`config.mk`:
```
export PLATFORM = sky130hd
export DESIGN_NAME = psi_port
export DESIGN_NICKNAME = d
export VERILOG_FILES = /design/src/core/psi_pkg.sv /design/src/core/psi_port.sv
export VERILOG_INCLUDE_DIRS = /design/src /design/src/core
export SDC_FILE = /design/constraint.sdc
export NUM_CORES = 1
export LEC_CHECK = 0
export BUFFER_PORTS_ARGS = -buffer_cell sky130_fd_sc_hd__buf_4
export CAP_MARGIN = 20
export CORE_ASPECT_RATIO = 0.7
export CORE_MARGIN = 2
export CORE_UTILIZATION = 35
export DETAILED_ROUTE_END_ITERATION = 8
export SETUP_SLACK_MARGIN = 0.4
export SLEW_MARGIN = 20
export SYNTH_ARGS = -nofsm -noshare
export SYNTH_HDL_FRONTEND = slang
export SYNTH_SLANG_ARGS = --single-unit
```
`constraint.sdc`:
```
create_clock -name core_clk -period 5.96 [get_ports core_clk]
set_input_delay 0.596 -clock core_clk [delete_from_list [all_inputs] [get_ports core_clk]]
set_output_delay 0.596 -clock core_clk [all_outputs]
set_load 0.02 [all_outputs]
```
`src/core/psi_params.svh`:
```
`ifndef PSI_PARAMS_SVH
`define PSI_PARAMS_SVH
// register addresses
`define PSI_A_P2DATA 8'h02
`define PSI_A_P3DATA 8'h03
`define PSI_A_SIO    8'hf0
`define PSI_A_T0     8'hf4
`define PSI_A_P2MODE 8'hf6
`define PSI_A_P3MODE 8'hf7
`define PSI_A_IPR    8'hf9
`define PSI_A_IRQ    8'hfa
`define PSI_A_IMR    8'hfb
`define PSI_A_STAT   8'hfc
// port-three mode bits
`define PSI_M_OD     0
`define PSI_M_P2HS   1
`define PSI_M_P0HS   2
`define PSI_M_TMR    3
`define PSI_M_DM     4
`define PSI_M_SER    5
`define PSI_M_PAR    6
// interrupt mask global enable bit
`define PSI_IMR_GE   7
// reset values
`define PSI_RST_DIR  8'hff
`define PSI_RST_T0   8'h00
// serial framing
`define PSI_OVS_LAST 4'hf
`define PSI_OVS_MID  4'h7
`define PSI_TX_BITS  4'hb
`define PSI_RX_STOP  4'h9
// interrupt entry timing in clocks after the sample point
`define PSI_PUSH_END 6'h30
`define PSI_FTCH_END 6'h39
`define PSI_ISR_AT   6'h3a
`endif

```
`src/core/psi_pkg.sv`:
```
package psi_pkg;
   // register bus request from the core
   typedef struct packed {
      logic [7:0] addr;
      logic [7:0] wdata;
      logic       wr;
      logic       rd;
   } psi_bus_t;
   // interrupt entry sequence
   typedef enum logic [1:0] {
      INT_IDLE,
      INT_PUSH,
      INT_FETCH
   } psi_int_st_t;
endpackage : psi_pkg

```
`src/core/psi_port.sv`:
```
// Chosen here: the register offsets and the address-and-strobe port.
`include "psi_params.svh"
// Function
// - each port-two line is input or output; all outputs may be open-drain
// - port-two handshake on line1/line6, roles set by direction of line7
// - port three has four fixed inputs and four fixed outputs
// - in serial mode line0 receives and line7 transmits
// - input lines 0,1,2,3 feed requests three, two, zero, one
// - line1 timer input, line6 timer output, line4 memory select, 2/5 handshake
// - serial bit rate comes from counter/timer zero
// - transmit frame is start, eight data bits, two stop bits
// - parity option replaces data bit eight by odd parity of seven
// - every sent character raises request four
// - with parity, received bit seven holds the parity error flag
// - every received character raises request three
// - nine sources merge into six maskable prioritised requests
// - mask register enables requests globally and individually
// - priority register programs which pending request wins
// - a grant disables interrupts, saves state and fetches a vector pair
// - requests readable while masked; writing one makes a request pending
// - requests sampled at the end of each instruction, held until granted
// - 48 clocks pushing, nine fetching, service starts at clock 58
// - priority register is write-only at f9
// - port-three mode register is write-only at f7
module psi_port (
   input  wire logic              core_clk,
   input  wire logic              rst_n,
   input  wire psi_pkg::psi_bus_t bus,
   output logic [7:0]             rd_data,
   input  wire logic [7:0]        p2_in,
   output logic [7:0]             p2_out,
   output logic [7:0]             p2_oe,
   input  wire logic [3:0]        p3_in,
   output logic [7:4]             p3_out,
   input  wire logic              instr_last,
   input  wire logic [1:0]        timer_evt,
   input  wire logic              timer_out_src,
   input  wire logic              data_memory_select,
   input  wire logic              ready_port0,
   output logic                   timer_input,
   output logic                   data_available_port0,
   output logic                   int_ack,
   output logic                   int_push,
   output logic                   int_fetch,
   output logic                   int_isr_start,
   output logic [7:0]             int_vector
);

   // odd parity over seven bits
   function automatic logic psi_odd(input logic [6:0] d);
      psi_odd = ~^d;
   endfunction : psi_odd

   // pick first pending request starting at the programmed index
   function automatic logic [2:0] psi_pick(input logic [5:0] p,
                                           input logic [2:0] s);
      logic [2:0] i;
      psi_pick = s;
      for (int k = 5; k >= 0; k--) begin
         i = 3'((32'(s) + k) % 6);
         if (p[i]) psi_pick = i;
      end
   endfunction : psi_pick

   logic [1:0]  rst_sh_q;
   logic        rs_n;
   logic [7:0]  p2_s1_q, p2_s2_q;
   logic [3:0]  p3_s1_q, p3_s2_q, p3_d_q;
   logic [7:0]  p2_dir_q, p2_dat_q, p2_lat_q, p3_dat_q;
   logic [7:0]  p3m_q, ipr_q, imr_q, t0_rld_q, t0_cnt_q;
   logic [5:0]  req_q, req_set;
   logic        tick;
   logic        wr_sio, wr_p2;
   logic [10:0] tx_sh_q;
   logic [3:0]  tx_cnt_q, tx_os_q;
   logic        tx_busy, tx_done;
   logic [7:0]  rx_sh_q, rx_dat_q;
   logic [3:0]  rx_cnt_q, rx_os_q;
   logic        rx_act_q, rx_done_q, rx_full_q;
   logic        hs_dav_q, hs_rdy_q;
   logic        grant;
   logic [5:0]  pend;
   logic [5:0]  int_cnt_q;
   psi_pkg::psi_int_st_t int_st_q;
   logic [3:0]  fell;

   // reset release through two flops
   always_ff @(posedge core_clk or negedge rst_n) begin
      if (!rst_n) rst_sh_q <= 2'h0;
      else        rst_sh_q <= {rst_sh_q[0], 1'b1};
   end
   assign rs_n = rst_sh_q[1];

   // pin synchronisers and edge history
   always_ff @(posedge core_clk or negedge rs_n) begin
      if (!rs_n) begin
         p2_s1_q <= 8'h00;
         p2_s2_q <= 8'h00;
         p3_s1_q <= 4'hf;
         p3_s2_q <= 4'hf;
         p3_d_q  <= 4'hf;
      end else begin
         p2_s1_q <= p2_in;
         p2_s2_q <= p2_s1_q;
         p3_s1_q <= p3_in;
         p3_s2_q <= p3_s1_q;
         p3_d_q  <= p3_s2_q;
      end
   end
   assign fell = p3_d_q & ~p3_s2_q;

   assign wr_sio = bus.wr && bus.addr == `PSI_A_SIO;
   assign wr_p2  = bus.wr && bus.addr == `PSI_A_P2DATA;

   // software control registers
   always_ff @(posedge core_clk or negedge rs_n) begin
      if (!rs_n) begin
         p2_dir_q <= `PSI_RST_DIR;
         p2_dat_q <= 8'h00;
         p3_dat_q <= 8'h00;
         p3m_q    <= 8'h00;
         ipr_q    <= 8'h00;
         t0_rld_q <= `PSI_RST_T0;
      end else if (bus.wr) begin
         case (bus.addr)
            `PSI_A_P2DATA: p2_dat_q <= bus.wdata;
            `PSI_A_P3DATA: p3_dat_q <= bus.wdata;
            `PSI_A_P2MODE: p2_dir_q <= bus.wdata;
            `PSI_A_P3MODE: p3m_q    <= bus.wdata;
            `PSI_A_IPR:    ipr_q    <= bus.wdata;
            `PSI_A_T0:     t0_rld_q <= bus.wdata;
            default: ;
         endcase
      end
   end

   // counter/timer zero gives the oversampling tick
   always_ff @(posedge core_clk or negedge rs_n) begin
      if (!rs_n)                 t0_cnt_q <= `PSI_RST_T0;
      else if (t0_cnt_q == 8'h00) t0_cnt_q <= t0_rld_q;
      else                       t0_cnt_q <= t0_cnt_q - 8'h01;
   end
   assign tick = t0_cnt_q == 8'h00;

   // transmitter: frame shifted out lsb first
   always_ff @(posedge core_clk or negedge rs_n) begin
      if (!rs_n) begin
         tx_sh_q  <= 11'h7ff;
         tx_cnt_q <= 4'h0;
         tx_os_q  <= 4'h0;
      end else if (wr_sio && !tx_busy && p3m_q[`PSI_M_SER]) begin
         tx_sh_q  <= {2'h3,
                      p3m_q[`PSI_M_PAR] ? psi_odd(bus.wdata[6:0])
                                        : bus.wdata[7],
                      bus.wdata[6:0], 1'b0};
         tx_cnt_q <= `PSI_TX_BITS;
         tx_os_q  <= 4'h0;
      end else if (tx_busy && tick) begin
         tx_os_q <= tx_os_q + 4'h1;
         if (tx_os_q == `PSI_OVS_LAST) begin
            tx_sh_q  <= {1'b1, tx_sh_q[10:1]};
            tx_cnt_q <= tx_cnt_q - 4'h1;
         end
      end
   end
   assign tx_busy = tx_cnt_q != 4'h0;
   assign tx_done = tick && tx_cnt_q == 4'h1 && tx_os_q == `PSI_OVS_LAST;

   // receiver: mid-bit sampling, lsb first
   always_ff @(posedge core_clk or negedge rs_n) begin
      if (!rs_n) begin
         rx_act_q  <= 1'b0;
         rx_os_q   <= 4'h0;
         rx_cnt_q  <= 4'h0;
         rx_sh_q   <= 8'h00;
         rx_done_q <= 1'b0;
      end else begin
         rx_done_q <= 1'b0;
         if (!rx_act_q) begin
            if (p3m_q[`PSI_M_SER] && !p3_s2_q[0]) begin
               rx_act_q <= 1'b1;
               rx_os_q  <= 4'h0;
               rx_cnt_q <= 4'h0;
            end
         end else if (tick) begin
            rx_os_q <= rx_os_q + 4'h1;
            if (rx_os_q == `PSI_OVS_MID) begin
               rx_cnt_q <= rx_cnt_q + 4'h1;
               if (rx_cnt_q == 4'h0 && p3_s2_q[0]) rx_act_q <= 1'b0;
               else if (rx_cnt_q == `PSI_RX_STOP) begin
                  rx_act_q  <= 1'b0;
                  rx_done_q <= 1'b1;
               end else if (rx_cnt_q != 4'h0)
                  rx_sh_q <= {p3_s2_q[0], rx_sh_q[7:1]};
            end
         end
      end
   end

   // received character buffer with optional parity check
   always_ff @(posedge core_clk or negedge rs_n) begin
      if (!rs_n) begin
         rx_dat_q  <= 8'h00;
         rx_full_q <= 1'b0;
      end else if (rx_done_q) begin
         rx_full_q <= 1'b1;
         rx_dat_q  <= p3m_q[`PSI_M_PAR] ?
            {rx_sh_q[7] != psi_odd(rx_sh_q[6:0]), rx_sh_q[6:0]} : rx_sh_q;
      end else if (bus.rd && bus.addr == `PSI_A_SIO) rx_full_q <= 1'b0;
   end

   // request sources merged into six requests
   always_comb begin
      req_set    = 6'h00;
      req_set[0] = fell[2];
      req_set[1] = fell[3];
      req_set[2] = fell[1];
      req_set[3] = p3m_q[`PSI_M_SER] ? rx_done_q : fell[0];
      req_set[4] = p3m_q[`PSI_M_SER] ? tx_done : tick;
      req_set[5] = |timer_evt;
      if (bus.wr && bus.addr == `PSI_A_IRQ)
         req_set = req_set | bus.wdata[5:0];
   end

   assign pend  = req_q & imr_q[5:0];
   assign grant = instr_last && imr_q[`PSI_IMR_GE] && |pend &&
                  int_st_q == psi_pkg::INT_IDLE;

   // pending requests: a new set wins over the grant clear
   always_ff @(posedge core_clk or negedge rs_n) begin
      if (!rs_n) req_q <= 6'h00;
      else if (grant)
         req_q <= (req_q & ~(6'h01 << psi_pick(pend, ipr_q[2:0])))
                  | req_set;
      else       req_q <= req_q | req_set;
   end

   // mask register; a grant clears the global enable
   always_ff @(posedge core_clk or negedge rs_n) begin
      if (!rs_n) imr_q <= 8'h00;
      else if (grant) imr_q[`PSI_IMR_GE] <= 1'b0;
      else if (bus.wr && bus.addr == `PSI_A_IMR) imr_q <= bus.wdata;
   end

   // interrupt entry sequence: push, vector fetch, service start
   always_ff @(posedge core_clk or negedge rs_n) begin
      if (!rs_n) begin
         int_st_q      <= psi_pkg::INT_IDLE;
         int_cnt_q     <= 6'h00;
         int_vector    <= 8'h00;
         int_isr_start <= 1'b0;
      end else begin
         int_isr_start <= 1'b0;
         case (int_st_q)
            psi_pkg::INT_IDLE: begin
               if (grant) begin
                  int_st_q   <= psi_pkg::INT_PUSH;
                  int_cnt_q  <= 6'h01;
                  int_vector <= {4'h0, psi_pick(pend, ipr_q[2:0]), 1'b0};
               end
            end
            psi_pkg::INT_PUSH: begin
               int_cnt_q <= int_cnt_q + 6'h01;
               if (int_cnt_q == `PSI_PUSH_END)
                  int_st_q <= psi_pkg::INT_FETCH;
            end
            psi_pkg::INT_FETCH: begin
               int_cnt_q <= int_cnt_q + 6'h01;
               if (int_cnt_q == `PSI_FTCH_END) begin
                  int_st_q      <= psi_pkg::INT_IDLE;
                  int_isr_start <= 1'b1;
               end
            end
            default: int_st_q <= psi_pkg::INT_IDLE;
         endcase
      end
   end
   assign int_ack   = int_st_q != psi_pkg::INT_IDLE;
   assign int_push  = int_st_q == psi_pkg::INT_PUSH;
   assign int_fetch = int_st_q == psi_pkg::INT_FETCH;

   // port-two handshake on port-three lines one and six
   always_ff @(posedge core_clk or negedge rs_n) begin
      if (!rs_n) begin
         hs_dav_q <= 1'b1;
         hs_rdy_q <= 1'b1;
         p2_lat_q <= 8'h00;
      end else if (p2_dir_q[7]) begin
         hs_dav_q <= 1'b1;
         if (hs_rdy_q && fell[1]) begin
            p2_lat_q <= p2_s2_q;
            hs_rdy_q <= 1'b0;
         end else if (bus.rd && bus.addr == `PSI_A_P2DATA)
            hs_rdy_q <= 1'b1;
      end else begin
         hs_rdy_q <= 1'b1;
         if (wr_p2) hs_dav_q <= 1'b0;
         else if (p3_s2_q[1]) hs_dav_q <= 1'b1;
      end
   end

   // pin drivers, all from flops
   always_ff @(posedge core_clk or negedge rs_n) begin
      if (!rs_n) begin
         p2_out <= 8'h00;
         p2_oe  <= 8'h00;
         p3_out <= 4'hf;
         timer_input          <= 1'b0;
         data_available_port0 <= 1'b1;
      end else begin
         p2_out <= p2_dat_q;
         p2_oe  <= ~p2_dir_q &
                   ~(p2_dat_q & {8{p3m_q[`PSI_M_OD]}});
         p3_out[4] <= p3m_q[`PSI_M_DM] ? data_memory_select
                                       : p3_dat_q[4];
         p3_out[5] <= p3m_q[`PSI_M_P0HS] ? ready_port0 : p3_dat_q[5];
         p3_out[6] <= p3m_q[`PSI_M_TMR] ? timer_out_src :
                      p3m_q[`PSI_M_P2HS] ? (p2_dir_q[7] ? hs_rdy_q
                                                        : hs_dav_q)
                                         : p3_dat_q[6];
         p3_out[7] <= p3m_q[`PSI_M_SER] ?
                      (tx_busy ? tx_sh_q[0] : 1'b1) : p3_dat_q[7];
         timer_input          <= p3m_q[`PSI_M_TMR] & p3_s2_q[1];
         data_available_port0 <= p3m_q[`PSI_M_P0HS] ? p3_s2_q[2] : 1'b1;
      end
   end

   // read port, data one cycle after the strobe
   always_ff @(posedge core_clk or negedge rs_n) begin
      if (!rs_n) rd_data <= 8'h00;
      else if (bus.rd) begin
         case (bus.addr)
            `PSI_A_P2DATA: rd_data <= p2_dir_q[7] && p3m_q[`PSI_M_P2HS]
                                   ? p2_lat_q
                                   : (p2_dir_q & p2_s2_q)
                                     | (~p2_dir_q & p2_dat_q);
            `PSI_A_P3DATA: rd_data <= {p3_out, p3_s2_q};
            `PSI_A_SIO:    rd_data <= rx_dat_q;
            `PSI_A_T0:     rd_data <= t0_cnt_q;
            `PSI_A_P2MODE: rd_data <= p2_dir_q;
            `PSI_A_IRQ:    rd_data <= {2'h0, req_q};
            `PSI_A_IMR:    rd_data <= imr_q;
            `PSI_A_STAT:   rd_data <= {5'h00, int_ack, rx_full_q, tx_busy};
            default:       rd_data <= 8'h00;
         endcase
      end else rd_data <= 8'h00;
   end

   a_grant_di: assert property (
      @(posedge core_clk) disable iff (!rs_n)
      grant |=> !imr_q[`PSI_IMR_GE] && int_push)
      else $error("grant did not disable interrupts");
   a_isr_start: assert property (
      @(posedge core_clk) disable iff (!rs_n)
      grant |-> ##58 int_isr_start)
      else $error("service start not at clock 58");
   a_push_len: assert property (
      @(posedge core_clk) disable iff (!rs_n)
      grant |=> int_push ##47 int_push ##1 int_fetch ##8 int_fetch)
      else $error("push or fetch phase wrong length");
   a_tx_irq: assert property (
      @(posedge core_clk) disable iff (!rs_n)
      (tx_done && p3m_q[`PSI_M_SER]) |=> req_q[4])
      else $error("sent character raised no request four");
   a_rx_irq: assert property (
      @(posedge core_clk) disable iff (!rs_n)
      (rx_done_q && p3m_q[`PSI_M_SER]) |=> req_q[3] && rx_full_q)
      else $error("received character raised no request three");
   a_sw_set: assert property (
      @(posedge core_clk) disable iff (!rs_n)
      (bus.wr && bus.addr == `PSI_A_IRQ) |=>
      ((req_q & $past(bus.wdata[5:0])) == $past(bus.wdata[5:0])))
      else $error("software request not pending");
   a_tx_parity: assert property (
      @(posedge core_clk) disable iff (!rs_n)
      (wr_sio && !tx_busy && p3m_q[`PSI_M_SER] && p3m_q[`PSI_M_PAR]) |=>
      tx_sh_q[8] == psi_odd($past(bus.wdata[6:0])) && !tx_sh_q[0]
      && tx_sh_q[10:9] == 2'h3)
      else $error("transmit frame or parity wrong");
   a_tx_idle: assert property (
      @(posedge core_clk) disable iff (!rs_n)
      (p3m_q[`PSI_M_SER] && !tx_busy) |=> p3_out[7])
      else $error("serial line not idle high");
   a_od_nodrive: assert property (
      @(posedge core_clk) disable iff (!rs_n)
      (p3m_q[`PSI_M_OD] && p2_dat_q[0]) |=> !p2_oe[0])
      else $error("open-drain line driven high");

endmodule : psi_port

```
# Word level (Yosys, flattened, before mapping)
# Cells that the tools add are included.
# Widths: inputs -> output; s select.
dict set report classes {
  add_sub_neg 11
  div_mod_pow 6
  n_lt_le_gt_ge 6
  n_eq_ne 25
  shift 1
  muxes 80
  bitwise_logic 19
  reduce_logical 53
}
# cell count
set op_table {}
lappend op_table {{$mod 32x3->32 const B} 5}
lappend op_table {{$eq 8x8->1 const B} 8}
lappend op_table {{$pmux 8 s8} 1}
lappend op_table {{$mux 4} 11}
lappend op_table {{$mux 8} 5}
lappend op_table {{$mux 1} 39}
lappend op_table {{$mux 11} 3}
lappend op_table {{$and 8x8->8} 4}
lappend op_table {{$mod 3x3->32 const B} 1}
lappend op_table {{$lt 3x4->1 const B} 6}
lappend op_table {{$reduce_and 2->1} 12}
lappend op_table {{$mux 3} 7}
lappend op_table {{$bmux 1 s3} 6}
lappend op_table {{$logic_and 1x1->1} 18}
lappend op_table {{$mux 6} 3}
lappend op_table {{$or 6x6->6} 3}
lappend op_table {{$eq 8x2->1 const B} 2}
lappend op_table {{$not 8->8} 2}
lappend op_table {{$reduce_bool 2->1} 7}
lappend op_table {{$reduce_xnor 7->1} 2}
lappend op_table {{$add 4x1->4 const B} 3}
lappend op_table {{$and 6x6->6} 2}
lappend op_table {{$eq 6x6->1 const B} 2}
lappend op_table {{$pmux 6 s2} 1}
lappend op_table {{34 further kinds} 48}
dict set report word_totals {
  regBits 192
  input_bits 38
  out_inout_bits 42
  elab_cells 240
}

# Depth between registers and ports, before layout
# Gate-level depths: netlist (run 1).
dict set report depth {
  ltp_word 16
  ltp_mapped 16
  ltp_nobuf 13
}

# Worst setup path after synthesis (run 1)
# OpenSTA, ideal clock, no wires.
dict set report synth_timing {
  path_kind {reg2reg}
  start {reg ipr_q[0]}
  end {reg req_q[0]}
  setup_time_ns 0.134
  arrival_time_ns 3.453
  slack_ns 2.373
  path_stages_with_launch 17
  path_buffers 3
  cell_sequence {dfrtp_1 > buf_2 > buf_2 > buf_2 > inv_1 > ha_1 > xor2_2 > inv_2 > ha_1 > nor2b_1 > a21o_1 > nor2_1 > o21a_1 > or4_1 > o211a_1 > nor3b_1 > a31oi_1}
}
dict set report synth_via {
  elab_chain_cells 16
}
# element line
set synth_rtl {}
lappend synth_rtl {{start: declaration} psi_port.sv:70} ;# logic [7:0] p3m_q, ipr_q, imr_q, t0_rld_q, t0_cnt_q;
lappend synth_rtl {{start signal: assignment} psi_port.sv:130} ;# `PSI_A_IPR: ipr_q <= bus.wdata;
lappend synth_rtl {{$add 3x3->4} psi_port.sv:60} ;# i = 3'((32'(s) + k) % 6);
lappend synth_rtl {{$mod 32x3->32} psi_port.sv:60}
lappend synth_rtl {{$bmux 1 s3} psi_port.sv:61} ;# if (p[i]) psi_pick = i;
lappend synth_rtl {{$mux 1 (implied by the code)} psi_port.sv:61}
lappend synth_rtl {{$mux 3} psi_port.sv:61}
lappend synth_rtl {{$mux 3 (4 in series)} n/a}
lappend synth_rtl {{$mux 3 *} n/a}
lappend synth_rtl {{$mux 3 *} psi_port.sv:232} ;# else if (grant)
lappend synth_rtl {{$shl 1x3->6 *} psi_port.sv:233} ;# req_q <= (req_q & ~(6'h01 << psi_pick(pend, ipr_q[2:0])))
lappend synth_rtl {{$not 6->6 *} psi_port.sv:233}
lappend synth_rtl {{$and 6x6->6 *} psi_port.sv:233}
lappend synth_rtl {{$or 6x6->6 *} psi_port.sv:234} ;# | req_set;
lappend synth_rtl {{$mux 6 *} psi_port.sv:232}
lappend synth_rtl {{end signal: assignment} psi_port.sv:233}
lappend synth_rtl {{end signal: assignment} psi_port.sv:235} ;# else req_q <= req_q | req_set;
lappend synth_rtl {{end: declaration} psi_port.sv:71} ;# logic [5:0] req_q, req_set;
# Mark *: on every way between the ends. The rest lies on a longest branch, timed or not. The select of a mux whose other input is x is not followed.
# A chain may end at the register's enable or synchronous reset.

# Final worst setup path (run 1)
# Ends and elaborated chain as after synthesis.

==> impl_metrics.ini, run 1 <==
[global_routing]
grt_max_degree = 185
grt_usage = 0.178
grt_pass1_vias = 6486
grt_pass1_wl_um = 37500
antenna_found_initial = 1
grt_overflow = 0

[layout]
ff_latch_area_um2 = 4700
multi_input_area_um2 = 4260
synthToLayoutAreaGrowth_pct = 16.1
diodes = 0
fillCellCount = 2487
final_common_cell = dfrtp_1
fin_cells = 1297
nets = 995
layout_common_cells = dfrtp_1, nand2_1, buf_4
drive_above_1_share = 0.244
final_util = 0.416

[timing]
max_slew_margin = 0.339
min_period_over_period = 0.709
setup_viol = 0
finalHoldViolCount = 0
tightest_slew_ps = 992
post-route-min-period_ps = 4220
slew_viol_final = 0
rsz0062_at_grt = no
fmax_mhz = 237
tns_ps = 0
setup_ws_ps = 1740
finClkSkew_ps = 10.5

[clock_network]
cts.sinks = 186
root_buffer = clkbuf_16
clk_pin_slew_ps = 70
htree_levels = 4
cts_tree = built
cts_made_buffers = 17
clk_latency_ps = 440
cts_setup_buffers = 0
clk_path_buf_depth = 2

[critical_path]
crit_top_cell = ha_1
ff2ff_path_depth = 13
cpPeakStageDelay_ps = 980
cp_max_fo = 32
worstPathArrival_ps = 4530
startpoint_type = flop
criticalPathCategory = flop to flop
worstPathCellList = inv_1 -> ha_1 -> xor2_2 -> inv_2 -> ha_1 -> nor2b_1 -> a21o_1 -> a21oi_1 -> nor4_1 -> or3b_1 -> o211a_1 -> nor3b_1 -> a31oi_1
cp-end-kind = flop
cp_slowest_cell = dfrtp_1
worstPathRequired_ps = 6270

[power_and_ir_drop]
p_clk_frac = 0.349
powerDensity_nw_per_um2 = 317
switching_share = 0.301
p_int_w = 0.00238
peakVddDrop_mv = 0.190
switching_power_w = 0.00102
leakage_nw = 4.68
power_frac_seq = 0.451
pwr-share-comb = 0.200

[place]
hpwl_um = 16900
place_inst = 1264
gp_congestion = 0.827
port-buffer-count = 74
pre_cts_ws_ps = 1830

[logic_synthesis]
synth_edf_count = 0
ys_types = 78
ys_ff_latch = 186
postSynth.asyncResetShare = 1.00
ys.flop_type = dfrtp_1
syn_inst = 869
yosysWarningCount = 0
synth_area_per_cell_um2 = 10.6
synth_seq_area_share = 0.508
synth_area_um2 = 9250

[floorplanning]
dieWidth_um = 198
rows = 49
start_util = 0.358
die_h_um = 140
fp.coreArea_um2 = 25800
dieArea_um2 = 27800
io_pins = 80

[routing]
avgViaCountPerCell = 5.28
drt-initial-drc-count = 661
remaining_drc_errors = 0
via_count = 6854
drt-pass1-iter-count = 5
wl_um = 23700
wire_per_inst_um = 18.2
postRouteAntennaNets = 0

[run]
maxCapViolCount = 0

[hold_path]
hold_depth = 1
hp-class = primary input to flop

[run_status]
outcome = complete, no violations
state kept, by name (all words and copies together), names as in the netlist, 6 cells and up:
register   flops
p2_lat_q       8
rd_data        8
p2_oe          8
tx_sh_q        9
p3m_q          7
t0_rld_q       8
int_cnt_q      6
rx_dat_q       8
p2_dat_q       8
p2_dir_q       8
imr_q          8
t0_cnt_q       8
rx_sh_q        8
p2_s1_q        8
req_q          6
p2_out         8
p2_s2_q        8
synth_stat cells (all sizes together) (14+ instances only):
| cell type | number | area [um^2] |
|---|---|---|
| dfrtp | 150 | 3750 |
| inv | 28 | 105 |
| dfstp | 36 | 946 |
| ha | 30 | 375 |
| a21oi | 58 | 290 |
| clkbuf | 32 | 120 |
| nand2 | 79 | 297 |
| xnor2 | 16 | 140 |
| nor2 | 60 | 233 |
| mux2 | 68 | 766 |
| a31oi | 19 | 119 |
| o21ai | 41 | 205 |
| mux2i | 14 | 140 |
| nand3 | 33 | 165 |
worst max-delay path: cells and delay by family (launching register included):
family | cells | cell delay (ps)
DFF | 1 | 980
AOI/OAI and AO/OA | 4 | 620
xor gates and xnor gates | 1 | 240
buffers and inverters | 2 | 310
adders and majority gates | 2 | 580
and+or+nand+nor | 4 | 1350
layer usage:
metal,global-route usage,vias up,part of all wire
li1,-,3249,-
met2,0.242,198,0.42
met1,0.279,3384,0.52
met3,0.0383,23,0.053
met5,0,-,0
met4,0.0487,0,0.011
power by group through the flow:
stage / clock, W / sequential [W] / combinational [W]
2_1_floorplan: 0 / 0.00153 / 0.000487
3_3_place_gp: 0 / 0.00155 / 0.000669
3_5_place_dp: 0 / 0.00155 / 0.000676
4_1_cts: 0.00122 / 0.00153 / 0.000680
5_1_grt: 0.00127 / 0.00155 / 0.000759
6_report: 0.00119 / 0.00153 / 0.000680
final timing paths:
check / startpoint / end / slack (ps)
hold / removal: p2_in[7] / p2_s1_q[7]$_DFF_PN0_ / 260
setup / recovery: ipr_q[0]$_DFFE_PN0P_ / req_q[0]$_DFF_PN0_ / 1740
setup reg to reg: ipr_q[0]$_DFFE_PN0P_ / req_q[0]$_DFF_PN0_ / 1740
max in group asynchronous: rst_sh_q[1]$_DFF_PN0_ / int_cnt_q[3]$_DFFE_PN0P_ / 4720
hold reg to reg: p2_s1_q[6]$_DFF_PN0_ / p2_s2_q[6]$_DFF_PN0_ / 340
min in group asynchronous: rst_n / rst_sh_q[1]$_DFF_PN0_ / 480
kinds of logic after synthesis:
| group | Yosys count | share of synthesized area |
|---|---|---|
| other | 2 | 0.000812 |
| AND/OR/NAND/NOR | 256 | 0.139 |
| flip-flops | 186 | 0.508 |
| buffers and inverters | 73 | 0.0342 |
| multiplexers | 82 | 0.0979 |
| adder cells (fa/ha/maj) | 31 | 0.0416 |
| AO/OA/AOI/OAI | 210 | 0.149 |
| XOR/XNOR | 29 | 0.0291 |
per-stage QoR:
| stage | hold slack [ps] | area, um^2 | power [W] |
|---|---|---|---|
| floorplan | 300 | 9270 | 0.00201 |
| global placement | 334 | 10100 | 0.00222 |
| detailed placement | 335 | 10100 | 0.00223 |
| CTS | 237 | 10700 | 0.00343 |
| global route | 234 | 10700 | 0.00359 |
| finish | 259 | 10700 | 0.00340 |
area by class of cell:
cell class	instances	area share
clock inverters	12	0.0161
inverters	28	0.00979
repair buffers	80	0.0573
flip-flops and latches	186	0.438
well taps	357	0.0416
multi-input cells	614	0.397
clock buffers	20	0.0407
repair_timing:
item | CTS | global route
hold endpoints to repair | 2 | 0
setup endpoints to repair | 0 | 0
hold buffers | 1 | 0
resized for setup | 0 | 0
Note: power is estimated with default switching activity, not from simulation.
==> run 2, diff against run 1 <==
--- a/config.mk
+++ b/config.mk
@@ -6,6 +6,7 @@
 export SDC_FILE = /design/constraint.sdc
 export NUM_CORES = 1
 export LEC_CHECK = 0
+export ABC_AREA = 1
 export BUFFER_PORTS_ARGS = -buffer_cell sky130_fd_sc_hd__buf_4
 export CAP_MARGIN = 20
 export CORE_ASPECT_RATIO = 0.7
==> constraint.sdc (replaced) <==
create_clock -name core_clk -period 3.8 [get_ports core_clk]
set_input_delay 0.38 -clock core_clk [delete_from_list [all_inputs] [get_ports core_clk]]
set_output_delay 0.38 -clock core_clk [all_outputs]
set_load 0.02 [all_outputs]
==> run 2 against run 1 <==
Against the previous run: critical path depth grew 10; critical path type unchanged; hold slack worse by 220 ps; synthesized cell count rose by 19%; wire length fell by 2.3%; largest cell class unchanged; final cell count up 13%; highest routed layer unchanged; combinational power is 13% higher; power rose by 43%; die area fell by 3.1%.
==> impl_metrics.ini, run 2 <==
[routing]
postRouteAntennaNets = 0
avgViaCountPerCell = 4.88
routedLengthMet1_um = 11700
remaining_drc_errors = 0
wire_per_inst_um = 15.7
wl_met2_um = 9910
drt-pass1-iter-count = 7
drt-initial-drc-count = 617
via_count = 7184
wl_um = 23100
maxUsedRoutingLayer = met4
dr_wl_met3_um = 1330

[floorplanning]
start_util = 0.359
die_h_um = 138
rows = 48
fp.coreArea_um2 = 24900
dieArea_um2 = 26900
dieWidth_um = 195
io_pins = 80

[layout]
fillCellCount = 2434
fin_cells = 1472
nets = 1202
diodes = 0
final_util = 0.429
synthToLayoutAreaGrowth_pct = 19.2
layout_common_cells = nand2_1, dfrtp_1, inv_1
final_common_cell = nand2_1
regMostFlops = tx_sh_q
largest_register_ff_count = 9
drive_above_1_share = 0.182

[logic_synthesis]
ys_ff_latch = 186
synth_edf_count = 0
synth_area_um2 = 8960
synthSimpleGateAreaFrac = 0.194
synth_top_family_by_area = simple AND/OR/NAND/NOR gates
yosysWarningCount = 0
ys_types = 46
synth_compound_gate_area_share = 0.130
ys.flop_type = dfrtp_1
syn_inst = 1038
synth_commonest_cells = nand2_1, dfrtp_1, inv_1, o21ai_0, nor2_1
muxShareOfSynthArea = 0.0101
synth-xor-area-share = 0.0233
synthAdderAreaFrac = 0.0419
postSynth.asyncResetShare = 1.00
yosys-top-cells-area = dfrtp_1, dfstp_2, nand2_1
synth_top_area_frac = 0.419
synth_area_per_cell_um2 = 8.63
synth_seq_area_share = 0.525
yosysMostFrequentCell = nand2_1
synth_top_area_cell = dfrtp_1

[timing]
tightest_slew_ps = 924
hold_slack_ps = 39.4
fmax_mhz = 328
setup_ws_ps = 754
max_slew_margin = 0.379
setup_viol = 0
min_period_over_period = 0.802
finClkSkew_ps = 11.6
post-route-min-period_ps = 3050
finalHoldViolCount = 0
tns_ps = 0
rsz0062_at_grt = no
slew_viol_final = 0

[clock_network]
cts_made_buffers = 17
cts_tree = built
clk_pin_slew_ps = 80
root_buffer = clkbuf_16
clk_path_buf_depth = 2
htree_levels = 4
cts.sinks = 186
clk_latency_ps = 440

[place]
port-buffer-count = 74
pre_cts_ws_ps = 496
gp_congestion = 0.837
hpwl_um = 16800
place_inst = 1428

[power_and_ir_drop]
leakage_nw = 5.10
powerDensity_nw_per_um2 = 457
peakVddDrop_mv = 0.306

[global_routing]
grt_usage = 0.176
grt_pass1_wl_um = 36100
grt_max_degree = 63
antenna_found_initial = 0
grt_overflow = 0
grt_pass1_vias = 6582

[critical_path]
worstPathArrival_ps = 3370
criticalPathCategory = flop to flop
worstPathRequired_ps = 4130
startpoint_type = flop
cp-end-kind = flop
cp_max_fo = 9

[hold_path]
hp-class = primary input to flop

[run_status]
outcome = complete, no violations

[run]
maxCapViolCount = 0
==> run 2: changes by cell type after synthesis, sizes merged, moves of 10 or more <==
cell | previous run | this run
a21oi | 58 | 31
mux2i | 14 | 0
mux2 | 68 | 8
inv | 28 | 147
nor2b | 10 | 0
a31oi | 19 | 6
nand2 | 79 | 244
nand3 | 33 | 49
o21ai | 41 | 134
nor2 | 60 | 71
o22ai | 0 | 15
clkbuf | 32 | 13
==> run 2: cell type report <==
type / count / area (um^2) / share of cell area
Sequential cell: 186 / 4710 / 0.441
Clock inverter: 13 / 178 / 0.0166
Inverter: 150 / 569 / 0.0533
Timing Repair Buffer: 95 / 741 / 0.0694
Multi-Input combinational cell: 684 / 3630 / 0.340
Tap cell: 325 / 407 / 0.0381
Clock buffer: 19 / 453 / 0.0424
==> run 2: metal layers <==
layer	vias up	GRT usage
li1	3567	-
met1	3422	0.265
met2	181	0.260
met3	14	0.0382
met4	0	0.0369
met5	-	0
==> run 2: path summary, 6_finish.rpt <==
check | from | endpoint | slack, ps | cells after the start
worst max-delay path | ipr_q[1]$_DFFE_PN0P_ | req_q[3]$_DFF_PN0_ | 750 | 23
worst min-delay path | p3_in[3] | p3_s1_q[3]$_DFF_PN1_ | 40 | 1
worst max register to register | ipr_q[1]$_DFFE_PN0P_ | req_q[3]$_DFF_PN0_ | 750 | 23
worst min register to register | p2_s1_q[5]$_DFF_PN0_ | p2_s2_q[5]$_DFF_PN0_ | 350 | 0
max in group asynchronous | rst_sh_q[1]$_DFF_PN0_ | p3_s1_q[0]$_DFF_PN1_ | 2420 | 1
min in group asynchronous | rst_n | rst_sh_q[1]$_DFF_PN0_ | 260 | 2
==> run 2: cell families after synthesis <==
logic type | Yosys count
DFF | 186
muxes | 8
buffers and inverters | 172
xor gates and xnor gates | 23
and+or+nand+nor | 406
other | 2
AOI/OAI and AO/OA | 211
adders and majority gates | 30
==> run 2: through the flow <==
step                total power [W]  instance area [um^2]
floorplan                   0.00274                  8970
global placement            0.00297                  9920
detailed placement          0.00298                  9920
CTS                         0.00490                 10600
global route                0.00512                 10700
finish                      0.00488                 10700
==> run 2: where the power goes <==
part	total, W	switching (W)	internal, W
clock network	0.00191	0.000818	0.00109
logic	0.000768	0.000488	0.000280
registers	0.00221	0.0000958	0.00211
total	0.00488	0.00140	0.00348
==> run 2: worst max-delay path, cell delays in order (launching register included) <==
cell and delay (ps):
dfrtp_1 380, buf_4 170, ha_1 220, inv_2 100
nand2_2 60, nand2_2 120, inv_2 60, ha_1 300
o31ai_4 250, nand3_1 140, nand2_1 130, inv_2 50
nor2_2 110, nor2_2 60, nor2_1 100, nand2_1 80
nand2_1 60, nand2_1 40, nand2_1 70, inv_1 70
nor2_2 120, nand4_1 120, nand2_1 70, nand2_1 40
==> run 2: what timing repair did <==
action | 4_1_cts | 5_1_grt
resized for setup | 0 | 12
endpoints found under the setup margin | 0 | 9
setup buffers | 0 | 11
hold endpoints to repair | 2 | 0
hold buffers | 1 | 0
==> run 3, diff against run 2 <==
==> constraint.sdc (replaced) <==
create_clock -name core_clk -period 2.8 [get_ports core_clk]
set_input_delay 0.28 -clock core_clk [delete_from_list [all_inputs] [get_ports core_clk]]
set_output_delay 0.28 -clock core_clk [all_outputs]
set_load 0.02 [all_outputs]
==> run 3 against run 2 <==
Against the previous run: the run now ends with negative setup slack left; non-clock buffer count grew 43; combinational power grew 63%; hold slack improved by 21 ps; clock skew shrank 1.5 ps; wire length increased by 3.5%; final cell count is 2.9% higher; sequential power increased by 35%; die area unchanged; power increased by 34%; maximum frequency is 8.3% higher; clock power is 20% higher; count of clock-buffer cells in the layout rose by 2; critical path type unchanged.
==> impl_metrics.ini, run 3 (synthesis gave the netlist of run 2 again) <==
[place]
hpwl_um = 17200
port-buffer-count = 74
post_dp_cell_area_um2 = 10200
gp_congestion = 0.896
pre_cts_ws_ps = -105
place_inst = 1454

[critical_path]
cp_slowest_cell = dfrtp_2
timing.rr.end = req_q[2]$_DFF_PN0_
ff2ff_path_depth = 24
criticalPathCategory = flop to flop
worstPathArrival_ps = 3140
cp_top_family = simple AND/OR/NAND/NOR gates
cp.depth = 24
startpoint_type = flop
critical_path_buf_inv_count = 3
worstPathRequired_ps = 3130
crit_top_cell = nand2_2
reg2reg_slack_ps = -10
cp-end-kind = flop
r2r-start = ipr_q[1]$_DFFE_PN0P_
worstPathCellList = inv_4 -> ha_4 -> xnor2_4 -> ha_4 -> nor2_4 -> nand2_2 -> nand2_2 -> nand2_2 -> nand2_2 -> nand2_2 -> nand2_2 -> nand3_2 -> nand2_2 -> inv_2 -> nand2_1 -> nand2_1 -> nand2_1 -> nand2_1 -> nand2_1 -> nand2_2 -> inv_2 -> nand3_2 -> o21ai_1 -> nand2_1
cpPeakStageDelay_ps = 510
cp_max_fo = 7

[timing]
post-route-min-period_ps = 2810
setup_ws_ps = -12.9
max_slew_margin = 0.407
min_period_over_period = 1.00
rsz0062_at_grt = yes
fmax_mhz = 356
tightest_slew_ps = 890
hold_slack_ps = 60.7
setup_viol = 3
slew_viol_final = 0
finClkSkew_ps = 10.1
finalHoldViolCount = 0
tns_ps = -20.9

[clock_network]
clk_pin_slew_ps = 70
cts.sinks = 186
cts_tree = built
clk_latency_ps = 440
htree_levels = 4
root_buffer = clkbuf_16
cts_made_buffers = 17
clk_path_buf_depth = 2

[global_routing]
grt_pass1_vias = 6944
grt_usage = 0.184
antenna_found_initial = 2
grtUsageMet2 = 0.273
top_usage_layer = met2
grt_pass1_wl_um = 37800
use_met1 = 0.271
grtUsageMet3 = 0.0426
grt_max_degree = 157
grt_overflow = 0

[power_and_ir_drop]
peakVddDrop_mv = 0.418
powerDensity_nw_per_um2 = 576
p_clk_frac = 0.352
switching_power_w = 0.00199
switching_share = 0.304
pwr-share-comb = 0.192
p_int_w = 0.00454
power_frac_seq = 0.456
leakage_nw = 5.30

[hold_path]
hp-start = timer_out_src
hp-class = primary input to flop
hold_depth = 3
holdPathEnd = p3_out[6]$_DFF_PN1_

[floorplanning]
dieWidth_um = 195
fp.coreArea_um2 = 24900
start_util = 0.359
rows = 48
dieArea_um2 = 26900
die_h_um = 138
io_pins = 80

[run_status]
violations = negative setup slack
outcome = finished, violations left

[layout]
fin_cells = 1515
layout_common_cells = nand2_1, dfrtp_1, inv_1
diodes = 0
fillCellCount = 2390
final_cell_area_um2 = 11300
synthToLayoutAreaGrowth_pct = 26.5
final_common_cell = nand2_1
nets = 1245
largest_register_ff_count = 9
regMostFlops = tx_sh_q
drive_above_1_share = 0.253

[routing]
wire_per_inst_um = 15.8
avgViaCountPerCell = 4.91
via_count = 7437
wl_um = 23900
drt-initial-drc-count = 671
drt-pass1-iter-count = 5
postRouteAntennaNets = 0
remaining_drc_errors = 0

[run]
maxCapViolCount = 0
[run 3: cell count changes in the layout (fill, tap and decap cells not counted), sizes merged]
cell | before | now
buf | 94 | 125
dlygate4sd3 | 1 | 13
bufinv | 3 | 0
clkbuf | 19 | 21
clkinv | 5 | 6
[run 3: final cells by class]
| cell class | instances | area (um^2) | share of cell area |
|---|---|---|---|
| multi-input cells | 684 | 4010 | 0.354 |
| clock inverters | 11 | 87.6 | 0.00773 |
| inverters | 150 | 571 | 0.0503 |
| flip-flops and latches | 186 | 4710 | 0.415 |
| repair buffers | 138 | 1090 | 0.0960 |
| well taps | 325 | 407 | 0.0359 |
| clock buffers | 21 | 460 | 0.0406 |
[run 3: power by group through the flow]
stage	registers (W)	logic (W)	clock network, W
after detailed placement	0.00302	0.00109	0
after CTS	0.00298	0.00118	0.00233
final	0.00298	0.00125	0.00229
after global placement	0.00302	0.00107	0
after global routing	0.00300	0.00142	0.00246
after floorplan	0.00305	0.000688	0
[run 3: worst max path at each step]
| stage | from | slack (ps) | end |
|---|---|---|---|
| 6_report | ipr_q[1]$_DFFE_PN0P_ | -10 | req_q[2]$_DFF_PN0_ |
| 4_1_cts | ipr_q[1]$_DFFE_PN0P_ | -20 | req_q[0]$_DFF_PN0_ |
| 3_3_place_gp | ipr_q[1]$_DFFE_PN0P_ | -40 | req_q[2]$_DFF_PN0_ |
| 5_1_grt | ipr_q[1]$_DFFE_PN0P_ | -250 | req_q[3]$_DFF_PN0_ |
| 3_5_place_dp | ipr_q[1]$_DFFE_PN0P_ | -110 | req_q[0]$_DFF_PN0_ |
| 2_1_floorplan | ipr_q[0]$_DFFE_PN0P_ | 60 | req_q[3]$_DFF_PN0_ |
[run 3: worst min-delay path, stage by stage]
cell and delay [ps]:
buf_4 110, inv_1 40, a22oi_1 70
[run 3: stage by stage]
step,utilization,power [W]
global placement,0.407,0.00409
global route,0.455,0.00687
detailed placement,0.407,0.00411
floorplan,-,0.00374
finish,0.455,0.00653
CTS,0.446,0.00649
[run 3: metal layers]
metal / wire (um) / vias up
li1: - / 3638
met1: 11500 / 3561
met2: 10600 / 212
met3: 1480 / 26
met4: 310 / 0
met5: 0 / -
[run 3: what timing repair did]
item                                   in CTS  in global routing
setup buffers                              10                  6
setup endpoints to repair                  19                 39
endpoints found under the hold margin      14                  0
gates cloned                                0                  0
pin swaps                                  33                 29
hold buffers                               13                  0
gates resized for setup                    45                 47
